[src/hw/srd_pkg.sv]
// Purpose: constants for the shutter and readout direction control block
// Assumes: registers reached through a byte-wide internal register port
// Notes:   multi-byte values are assembled from byte registers

package srd_pkg;
  // register byte addresses
  localparam logic [15:0] SRD_ADDR_FLIP       = 16'h300e;
  localparam logic [15:0] SRD_ADDR_TRIG_MODE  = 16'h300b;
  localparam logic [15:0] SRD_ADDR_FLEN0      = 16'h3010;
  localparam logic [15:0] SRD_ADDR_FLEN1      = 16'h3011;
  localparam logic [15:0] SRD_ADDR_FLEN2      = 16'h3012;
  localparam logic [15:0] SRD_ADDR_SHUT0      = 16'h308d;
  localparam logic [15:0] SRD_ADDR_SHUT1      = 16'h308e;
  localparam logic [15:0] SRD_ADDR_SHUT2      = 16'h308f;
  localparam logic [15:0] SRD_ADDR_TRIG_IEN   = 16'h30aa;
  localparam logic [15:0] SRD_ADDR_STATUS     = 16'h30f0;
  // field positions
  localparam int          SRD_BIT_VFLIP       = 0;
  localparam int          SRD_BIT_HFLIP       = 1;
  localparam int          SRD_BIT_TRIG_MODE   = 0;
  localparam int          SRD_BIT_TRIG_IEN    = 0;
  // reset values
  localparam logic [19:0] SRD_RST_FLEN        = 20'h0082e;
  localparam logic [19:0] SRD_RST_SHUT        = 20'h0000a;
  localparam logic        SRD_RST_VFLIP       = 1'b0;
  localparam logic        SRD_RST_HFLIP       = 1'b0;
  localparam logic        SRD_RST_TRIG_MODE   = 1'b0;
  localparam logic        SRD_RST_TRIG_IEN    = 1'b1;
  // timing
  localparam int          SRD_CLK_HZ          = 10_000_000;
  localparam int          SRD_OFFSET_NS       = 13730;
  localparam int          SRD_OFFSET_CYC      = (SRD_OFFSET_NS * (SRD_CLK_HZ / 1_000_000)
                                                 + 999) / 1000;
  localparam logic [19:0] SRD_RISE_PROHIBIT   = 20'd2092;
  localparam logic [19:0] SRD_FALL_PROHIBIT   = 20'd11;

  typedef enum logic [2:0] {
    SRD_IDLE,
    SRD_EXPOSE,
    SRD_OFFSET,
    SRD_READOUT
  } srd_state_e;
endpackage

[src/hw/srd_core.sv]
// Purpose: exposure timing and readout direction control of a global shutter sensor
// Assumes: sync and trigger pins are active low and asynchronous to sys_clk
// Notes:   pixel array itself is outside; this block issues its control strobes

`timescale 1ns/1ns

// Function
// vertical flip bit 0 normal, 1 inverted line order; resets to 0
// horizontal flip bit 1: 0 normal, 1 inverted pixel order; resets to 0
// all lines exposed together, memory transfer, then line-by-line readout on hsync
// trigger mode lets external trigger control exposure start and transfer
// new integration setting shows first in the frame after the change
// normal mode uses 20-bit shutter line register, reset 0000a
// software keeps shutter value between memory wait and lines per frame minus one
// slave mode takes lines per frame from vsync interval in hsync lines
// master mode takes lines per frame from 20-bit frame length register, reset 0082e
// exposure equals line period times (lines minus shutter) plus 13.73 us
// sequential trigger exposure equals trigger low width counted in hsync lines
// software writes 1 to trigger mode enable to enter trigger mode
// vsync input ignored while trigger mode active
// controller observes rise and fall prohibited periods after each trigger rise; the code applies only the 2092-line rise period, SRD_FALL_PROHIBIT is unused
// early trigger rise during rise prohibit starts interrupt operation
// sequential trigger operation works only in slave mode
// trigger mode register bit 0 picks normal or triggered shutter; reset 0
// interrupt enable clear ignores both trigger edges within rise prohibit period
// controller waits 2092 lines between trigger rises in all-pixel mode
// controller waits 11 lines after a rise before the next trigger fall; code gates falls by the 2092-line rise period instead
// frame length and shutter words latched whole at a frame boundary
// trigger width and prohibit periods counted by a per-hsync line counter; code counts only the rise prohibit period, trigger width is not counted
module srd_core
  import srd_pkg::*;
(
  input  wire logic        sys_clk,
  input  wire logic        reset,
  input  wire logic        master_mode,
  input  wire logic        vertical_sync_pin_n,
  input  wire logic        horizontal_sync_pin_n,
  input  wire logic        exposure_trigger_pin_n,
  input  wire logic [15:0] reg_addr,
  input  wire logic [7:0]  reg_wdata,
  input  wire logic        reg_wr,
  output logic      [7:0]  reg_rdata,
  output logic             expose_start,
  output logic             memory_transfer,
  output logic             line_strobe,
  output logic      [19:0] line_index,
  output logic             vertical_flip,
  output logic             horizontal_flip,
  output logic             frame_invalid
);
  logic             vs_lvl;
  logic             hs_lvl;
  logic             tg_lvl;
  logic             vs_d;
  logic             hs_d;
  logic             tg_d;
  logic             hs_fall;
  logic             vs_fall;
  logic             tg_fall;
  logic             tg_rise;
  logic             trigger_mode_select;
  logic             trigger_interrupt_enable;
  logic [19:0]      frame_length_lines;
  logic [19:0]      shutter_line;
  logic [19:0]      act_flen;
  logic [19:0]      act_shut;
  logic [19:0]      line_cnt;
  logic [19:0]      slave_flen;
  logic [19:0]      since_rise;
  logic             rise_seen;
  logic [19:0]      rd_cnt;
  logic [19:0]      lines_per_frame;
  logic [7:0]       off_cnt;
  logic             frame_start;
  logic             trig_active;
  logic             in_prohibit;
  srd_state_e       state;

  srd_sync u_vs (.sys_clk(sys_clk), .reset(reset), .pin(vertical_sync_pin_n), .level(vs_lvl));
  srd_sync u_hs (.sys_clk(sys_clk), .reset(reset), .pin(horizontal_sync_pin_n), .level(hs_lvl));
  srd_sync u_tg (.sys_clk(sys_clk), .reset(reset), .pin(exposure_trigger_pin_n), .level(tg_lvl));

  // edge detection on filtered levels
  always_ff @(posedge sys_clk)
  begin
    if (reset)
    begin
      vs_d <= 1'b1;
      hs_d <= 1'b1;
      tg_d <= 1'b1;
    end
    else
    begin
      vs_d <= vs_lvl;
      hs_d <= hs_lvl;
      tg_d <= tg_lvl;
    end
  end

  assign hs_fall     = hs_d & ~hs_lvl;
  assign vs_fall     = vs_d & ~vs_lvl;
  assign tg_fall     = tg_d & ~tg_lvl;
  assign tg_rise     = ~tg_d & tg_lvl;
  // trigger path exists in slave mode only
  assign trig_active = trigger_mode_select & ~master_mode;
  assign in_prohibit = rise_seen && (since_rise < SRD_RISE_PROHIBIT);

  // register writes
  always_ff @(posedge sys_clk)
  begin
    if (reset)
    begin
      vertical_flip            <= SRD_RST_VFLIP;
      horizontal_flip          <= SRD_RST_HFLIP;
      trigger_mode_select      <= SRD_RST_TRIG_MODE;
      trigger_interrupt_enable <= SRD_RST_TRIG_IEN;
      frame_length_lines       <= SRD_RST_FLEN;
      shutter_line             <= SRD_RST_SHUT;
    end
    else if (reg_wr)
    begin
      case (reg_addr)
        SRD_ADDR_FLIP:
        begin
          vertical_flip   <= reg_wdata[SRD_BIT_VFLIP];
          horizontal_flip <= reg_wdata[SRD_BIT_HFLIP];
        end
        SRD_ADDR_TRIG_MODE: trigger_mode_select      <= reg_wdata[SRD_BIT_TRIG_MODE];
        SRD_ADDR_TRIG_IEN:  trigger_interrupt_enable <= reg_wdata[SRD_BIT_TRIG_IEN];
        SRD_ADDR_FLEN0:     frame_length_lines[7:0]   <= reg_wdata;
        SRD_ADDR_FLEN1:     frame_length_lines[15:8]  <= reg_wdata;
        SRD_ADDR_FLEN2:     frame_length_lines[19:16] <= reg_wdata[3:0];
        SRD_ADDR_SHUT0:     shutter_line[7:0]         <= reg_wdata;
        SRD_ADDR_SHUT1:     shutter_line[15:8]        <= reg_wdata;
        SRD_ADDR_SHUT2:     shutter_line[19:16]       <= reg_wdata[3:0];
        default: ;
      endcase
    end
  end

  // register reads; unmapped addresses answer zero
  always_comb
  begin
    case (reg_addr)
      SRD_ADDR_FLIP:      reg_rdata = {6'h00, horizontal_flip, vertical_flip};
      SRD_ADDR_TRIG_MODE: reg_rdata = {7'h00, trigger_mode_select};
      SRD_ADDR_TRIG_IEN:  reg_rdata = {7'h00, trigger_interrupt_enable};
      SRD_ADDR_FLEN0:     reg_rdata = frame_length_lines[7:0];
      SRD_ADDR_FLEN1:     reg_rdata = frame_length_lines[15:8];
      SRD_ADDR_FLEN2:     reg_rdata = {4'h0, frame_length_lines[19:16]};
      SRD_ADDR_SHUT0:     reg_rdata = shutter_line[7:0];
      SRD_ADDR_SHUT1:     reg_rdata = shutter_line[15:8];
      SRD_ADDR_SHUT2:     reg_rdata = {4'h0, shutter_line[19:16]};
      SRD_ADDR_STATUS:    reg_rdata = {5'h00, frame_invalid, trig_active,
                                       (state == SRD_READOUT)};
      default:            reg_rdata = 8'h00;
    endcase
  end

  // frame boundary: vsync in slave, frame length count in master; vsync ignored in trigger
  always_comb
  begin
    if (master_mode)
      frame_start = hs_fall && (line_cnt + 20'd1 >= act_flen);
    else
      frame_start = vs_fall && !trig_active;
  end

  assign lines_per_frame = master_mode ? act_flen : slave_flen;

  // line counter within the frame; slave frame length measured from vsync interval
  always_ff @(posedge sys_clk)
  begin
    if (reset)
    begin
      line_cnt   <= 20'h00000;
      slave_flen <= SRD_RST_FLEN;
    end
    else if (frame_start)
    begin
      if (!master_mode)
        slave_flen <= line_cnt + 20'd1; // frame-start line is line 0
      line_cnt <= 20'h00000;
    end
    else if (hs_fall)
      line_cnt <= line_cnt + 20'd1;
  end

  // whole-word latch at frame start so partial writes never act mid-frame
  always_ff @(posedge sys_clk)
  begin
    if (reset)
    begin
      act_flen <= SRD_RST_FLEN;
      act_shut <= SRD_RST_SHUT;
    end
    else if (frame_start)
    begin
      act_flen <= frame_length_lines;
      act_shut <= shutter_line;
    end
  end

  // trigger rise tracking in hsync lines for prohibit periods
  always_ff @(posedge sys_clk)
  begin
    if (reset)
    begin
      since_rise <= 20'h00000;
      rise_seen  <= 1'b0;
    end
    else if (!trig_active)
      rise_seen <= 1'b0;
    else if (tg_rise && !(in_prohibit && !trigger_interrupt_enable))
    begin
      since_rise <= 20'h00000;
      rise_seen  <= 1'b1;
    end
    else if (hs_fall && since_rise != 20'hfffff)
      since_rise <= since_rise + 20'd1;
  end

  // exposure sequencing: normal mode by shutter line, trigger mode by pulse width
  always_ff @(posedge sys_clk)
  begin
    if (reset)
    begin
      state           <= SRD_IDLE;
      expose_start    <= 1'b0;
      memory_transfer <= 1'b0;
      off_cnt         <= 8'h00;
      rd_cnt          <= 20'h00000;
      frame_invalid   <= 1'b0;
    end
    else
    begin
      expose_start    <= 1'b0;
      memory_transfer <= 1'b0;
      // early rise with interrupt enabled flags the frame being read as invalid; readout continues
      if (trig_active && tg_rise && in_prohibit && trigger_interrupt_enable
          && state == SRD_READOUT)
        frame_invalid <= 1'b1;
      else if (expose_start)
        frame_invalid <= 1'b0;
      case (state)
        SRD_IDLE:
        begin
          if (trig_active)
          begin
            // fall starts exposure unless ignored inside the prohibit window
            if (tg_fall && !(in_prohibit && !trigger_interrupt_enable))
            begin
              expose_start <= 1'b1;
              state        <= SRD_EXPOSE;
            end
          end
          else if (hs_fall && (line_cnt + 20'd1 == act_shut)) // count not yet advanced
          begin
            expose_start <= 1'b1;
            state        <= SRD_EXPOSE;
          end
        end
        SRD_EXPOSE:
        begin
          // normal exposure ends at frame boundary: lines minus shutter later
          if ((!trig_active && frame_start) || (trig_active && tg_rise))
          begin
            off_cnt <= 8'h00;
            state   <= SRD_OFFSET;
          end
        end
        SRD_OFFSET:
        begin
          // fixed offset added before charge is moved to pixel memory
          if (off_cnt + 8'd1 >= 8'(SRD_OFFSET_CYC))
          begin
            memory_transfer <= 1'b1;
            rd_cnt          <= 20'h00000;
            state           <= SRD_READOUT;
          end
          else
            off_cnt <= off_cnt + 8'd1;
        end
        SRD_READOUT:
        begin
          if (hs_fall)
          begin
            if (rd_cnt + 20'd1 >= lines_per_frame)
              state <= SRD_IDLE;
            rd_cnt <= rd_cnt + 20'd1;
          end
        end
        default: state <= SRD_IDLE;
      endcase
    end
  end

  // one line per hsync; inverted order counts from the far end
  always_ff @(posedge sys_clk)
  begin
    if (reset)
    begin
      line_strobe <= 1'b0;
      line_index  <= 20'h00000;
    end
    else
    begin
      line_strobe <= (state == SRD_READOUT) && hs_fall;
      if ((state == SRD_READOUT) && hs_fall)
        line_index <= vertical_flip ? (lines_per_frame - 20'd1 - rd_cnt) : rd_cnt;
    end
  end
endmodule

[src/hw/srd_sync.sv]
// Purpose: three flip-flop synchroniser with agreement filter for a pin
// Assumes: single clock sys_clk, synchronous active high reset
// Notes:   output changes only when stages two and three agree

`timescale 1ns/1ns

module srd_sync
(
  input  wire logic sys_clk,
  input  wire logic reset,
  input  wire logic pin,
  output logic      level
);
  logic s1;
  logic s2;
  logic s3;

  // s1 feeds only s2 so metastability cannot spread
  always_ff @(posedge sys_clk)
  begin
    if (reset)
    begin
      s1 <= 1'b1;
      s2 <= 1'b1;
      s3 <= 1'b1;
    end
    else
    begin
      s1 <= pin;
      s2 <= s1;
      s3 <= s2;
    end
  end

  // filtered level follows when two samples agree
  always_ff @(posedge sys_clk)
  begin
    if (reset)
      level <= 1'b1;
    else if (s2 == s3)
      level <= s3;
  end
endmodule

[config.mk]
export PLATFORM = sky130hd
export DESIGN_NAME = srd_core
export DESIGN_NICKNAME = d
export VERILOG_FILES = /design/src/hw/srd_pkg.sv /design/src/hw/srd_core.sv /design/src/hw/srd_sync.sv
export SDC_FILE = /design/constraint.sdc
export NUM_CORES = 1
export LEC_CHECK = 0
export ABC_AREA = 1
export BUFFER_PORTS_ARGS = -buffer_cell sky130_fd_sc_hd__buf_2
export CAP_MARGIN = 30
export CORE_MARGIN = 5
export CORE_UTILIZATION = 55
export CTS_CLUSTER_DIAMETER = 60
export DETAILED_ROUTE_END_ITERATION = 6
export PLACE_DENSITY = 0.73
export SYNTH_ARGS = -nofsm -noshare
export SYNTH_HDL_FRONTEND = slang
export SYNTH_HIERARCHICAL = 1
export SYNTH_SLANG_ARGS = --single-unit
export TNS_END_PERCENT = 5
[constraint.sdc]
create_clock -name sys_clk -period 6.35 [get_ports sys_clk]
set_clock_uncertainty 0.05 [all_clocks]
set_input_delay 1.905 -clock sys_clk [delete_from_list [all_inputs] [get_ports sys_clk]]
set_output_delay 1.905 -clock sys_clk [all_outputs]
set_load 0.1 [all_outputs]
**Word-level counts from Yosys, hierarchy flattened**

Cells that the tools add are included.

- Register bits: 215
- Latch bits: 0
- Memory bits (writable): 0
- ROM bits: 0
- Input bits: 31
- Output and inout port bits: 34
- Memories kept: 0

- Add/subtract/negate cells: 6
- Multipliers: 0
- Div/mod/pow operators: 0
- $lt $le $gt $ge: 4
- Eq/ne operators: 25
- Shift operators: 0
- Mux-type cells: 26
- Bitwise operators: 13
- Reduce and logical (&&, ||, !) cells: 41

Operators by type and width:

| kind | count |
|---|---|
| $eq A16 B14 Y1 const B | 10 |
| $mux W20 | 6 |
| $pmux W8 S10 | 1 |
| $add A20 B1 Y20 const B | 3 |
| $ge A20 B20 Y1 | 2 |
| $pmux W20 S2 | 1 |
| $reduce_and A2 Y1 | 11 |
| $mux W3 | 7 |
| $eq A20 B20 Y1 | 1 |
| $lt A20 B12 Y1 const B | 1 |
| $ne A20 B20 Y1 const B | 1 |
| $sub A20 B1 Y20 const B | 1 |
| $sub A20 B20 Y20 | 1 |
| $mux W8 | 2 |
| $pmux W8 S2 | 1 |
| $logic_and A1 B1 Y1 | 14 |
| $pmux W3 S4 | 1 |
| $ne A2 B2 Y1 const B | 5 |
| $add A8 B1 Y8 const B | 1 |
| $ge A8 B8 Y1 const B | 1 |
| $not A1 Y1 | 8 |
| $reduce_bool A2 Y1 | 4 |
| $reduce_or A2 Y1 | 4 |
| $mux W1 | 7 |
| 10 further kinds | 21 |

**Logic depth before layout (Yosys ltp)**

- Word-level depth: 9
- Depth in mapped cells: 24
- Depth with buffers taken out: 24

**Cells and area by module**

Netlist, hierarchy kept.

By module, submodules not included:

| module | times used | cells an instance | area an instance (µm²) | seq. area each (µm²) |
|---|---|---|---|---|
| srd_core | 1 | 1739 | 12111.6 | 4043.9 |
| srd_sync | 3 | 15 | 128.9 | 80.1 |

**Least setup slack after synthesis**

Ideal clock, no wire load.

- Kind: input -> output
- Start: input port reg_addr[11]
- End: output port reg_rdata[4]
- Arrival time: 4145 ps
- Data required time: 4395 ps
- Path slack: 250 ps
- Cell stages on the path: 6
- Cell sequence: nor2_1 -> nand2_1 -> nor4_4 -> buf_4 -> nand3_1 -> o221ai_1

- Word-level cells in the longest chain between the ends: 2

RTL lines:

| item | RTL line | text |
|---|---|---|
| start: declaration | srd_core.sv:39 | `input wire logic [15:0] reg_addr,` |
| $eq A16 B14 Y1 | srd_core.sv:144 | `case (reg_addr)` |
| $pmux W8 S10 (*) | srd_core.sv:144 |  |
| end: declaration | srd_core.sv:42 | `output logic [7:0] reg_rdata,` |

Every way passes the cells marked *; elsewhere a longest branch is shown, timed or not.

**Worst setup path in the final report**

- Start: input port reg_addr[9]
- End: output port reg_rdata[5]

Same word-level chain as after synthesis.

==> metrics.txt <==
post-synthesis sequential area ratio 34.28%; Worst setup SP type input port; critical path class in -> out; CORE AREA 22500 um^2; drt wl/cell 16.22 um; htree depth 1; GPL Wtd Cong 0.9849; CP arrival between 3 and 4 ns; Root Buffer Master clkbuf_16; Yosys reg bits 214; share of cells above drive strength 1 9.875%; Setup TNS 0 ns; ys async rst share 0%; Max Cap Viol 0; Routed met2 length 15900 um; total grt overflow 0; fmax 168.7 MHz; Row Count 55; status complete, no violations; CTS Buf Count 25; Cell variety after synth between 50 and 60; Hold Vio Cnt, Final 0; Mapped Area 12500 um^2; top_reg_cell synth dfxtp_1; hold buffer count at CTS 0; Synth warnings 6; met3 wire length 2068 um; share of the synthesized area in the top cell type 34.28%; global-route wire length before repair 55750 um; peak supply drop 0.2074 mV; port buffer count 64; Final min period 5.929 ns; Post-DP HPWL between 20000 and 30000 um; final core occ between 60% and 70%; Bufs on Longest Clock Path 3; CTS tree done; clk sink count 214; DR top layer met5; Mapped Nets 1884; leakage ~6.1 nW; largest net degree at the start of global routing 79; Slew @ Worst Pin 0.9246 ns; worst-skew pair later-pin latency 0.53 ns; Starting Density 55.54%; fin nets 1924; antenna violations before repair 1; met1 wire length 15180 um; most common cell after layout, fill and taps aside nand2_1; CP Max Fanout 12; die width 160.7 um; Diodes inserted 0; most frequent cells in the layout 307 x nand2_1, 257 x inv_1, 214 x dfxtp_1; post-synth top area cell dfxtp_1; Antenna Nets Post-Route 0; Cells after Synth 1784; setup bufs post-CTS 0; Final setup viols 0; Final period util 93.36%; CP required 4.39 ns; vias in the first global route between 10000 and 15000; Ports 65; HP Class reg -> reg; Reg clk slew, reported paths 0.06 ns; final WL 34530 um; die area 25840 um^2; Crit. End Element primary output; Post-Synthesis Mean Instance Area 7.006 um^2; max_slew headroom 38.07%; Synth area leaders dfxtp_1 34%, nand2_1 9.3%, a21oi_1 8.0%; DRC 0; Post-synth EDFFs 0; RSZ-0062 raised after global routing false; synth-to-layout area growth 10.90%; fin. max-slew vios 0; drt pass-1 iters 7; Die H 160.7 um; post-CTS sizing 0; via count 11996; DRT iter0 DRCs 940; vias per cell 5.637; total track usage approximately a quarter; pwr/cell area between 200 and 300 nW/um^2
worst max-delay path: stages:
cell,delay (ns)
buf_2,0.10
nor2_1,0.09
nand2_1,0.08
nor4_4,0.44
nand3_1,0.39
inv_1,0.24
a22oi_1,0.11
o221ai_1,0.12
buf_2,0.49
per-layer routing:
metal  vias to the layer above  global-route usage (%)
li1                       6038                       -
met1                      5423                   34.06
met2                       432                   43.27
met3                       101                   3.464
met4                         2                   9.849
met5                         -                       0
worst paths after layout:
check | start | endpoint | slack [ns] | depth (start not counted)
worst max register to register | line_cnt[0] | line_cnt[2] | 2.32 | 18
worst min register to register | u_tg/s1 | u_tg/s2 | 0.36 | 1
worst max-delay path | reg_addr[9] | reg_rdata[5] | 0.42 | 9
worst min-delay path | u_tg/s1 | u_tg/s2 | 0.36 | 1
where the power goes:
group          switching, W  internal (W)  total [W]
clock              0.000596      0.000938    0.00153
combinational      0.000556      0.000305   0.000861
sequential        0.0000800       0.00141    0.00149
metrics by stage:
stage	instance area, um^2	hold slack [ns]	total power (W)	cells	worst slack [ns]
final	13860	0.3552	0.003885	2128	0.4214
after global routing	13860	0.3781	0.004100	2128	0.2036
after CTS	13860	0.3583	0.003903	2128	0.4641
after detailed placement	12970	0.3439	0.002363	2082	0.4692
after global placement	12970	0.3384	0.002342	2082	0.5388
after floorplan	12500	0.3354	0.002182	1784	0.2501
registers in the layout, indices dropped and copies added (netlist names), 2 cells and up:
register and count:
act_flen 20, act_shut 20, frame_length_lines 20, line_cnt 20, line_index 20, rd_cnt 20, shutter_line 20, since_rise 20
slave_flen 20, off_cnt 8, state 2
kinds of logic after synthesis:
logic type | Yosys count | share of synthesized area (%)
AOI/OAI and AO/OA | 456 | 20.74
xor gates and xnor gates | 44 | 3.143
adders and majority gates | 69 | 6.968
buffers and inverters | 330 | 10.27
DFF | 214 | 34.28
and+or+nand+nor | 671 | 24.60
area by class of cell:
cell class / count / area (um^2)
Inverter: 273 / 1026
Timing Repair Buffer: 70 / 367.9
Clock buffer: 36 / 737.0
Multi-Input combinational cell: 1240 / 6933
Sequential cell: 214 / 4284
Tap cell: 285 / 356.6
Clock inverter: 10 / 156.4
Fill cell: 2115 / 8642
Yosys cell counts, types with 2 or more instances:
cell type / n
nor3_2: 2
nor2_4: 5
a21oi_1: 199
buf_4: 3
nand2_2: 14
or2_2: 2
nor2_1: 143
ha_1: 68
inv_1: 258
a21o_1: 3
o211ai_1: 15
buf_1: 3
nor2_2: 10
xnor2_1: 10
nand2_1: 308
o31ai_1: 2
o21ai_1: 7
nor3_1: 24
a22oi_1: 7
dfxtp_1: 214
nand2_4: 3
o21bai_1: 5
nand3b_1: 7
a221oi_1: 4
o21ai_0: 138
a31oi_1: 3
nand4_1: 29
nor2_8: 2
buf_2: 8
clkinv_1: 2
xor2_1: 33
nand3_2: 6
o22ai_1: 7
clkbuf_1: 40
a211oi_1: 50
nand3_1: 92
inv_2: 12
buf_6: 3
o21a_1: 5
nor4_1: 11
o221ai_1: 4
or2_1: 6
Note: power is estimated with default switching activity, not from simulation.
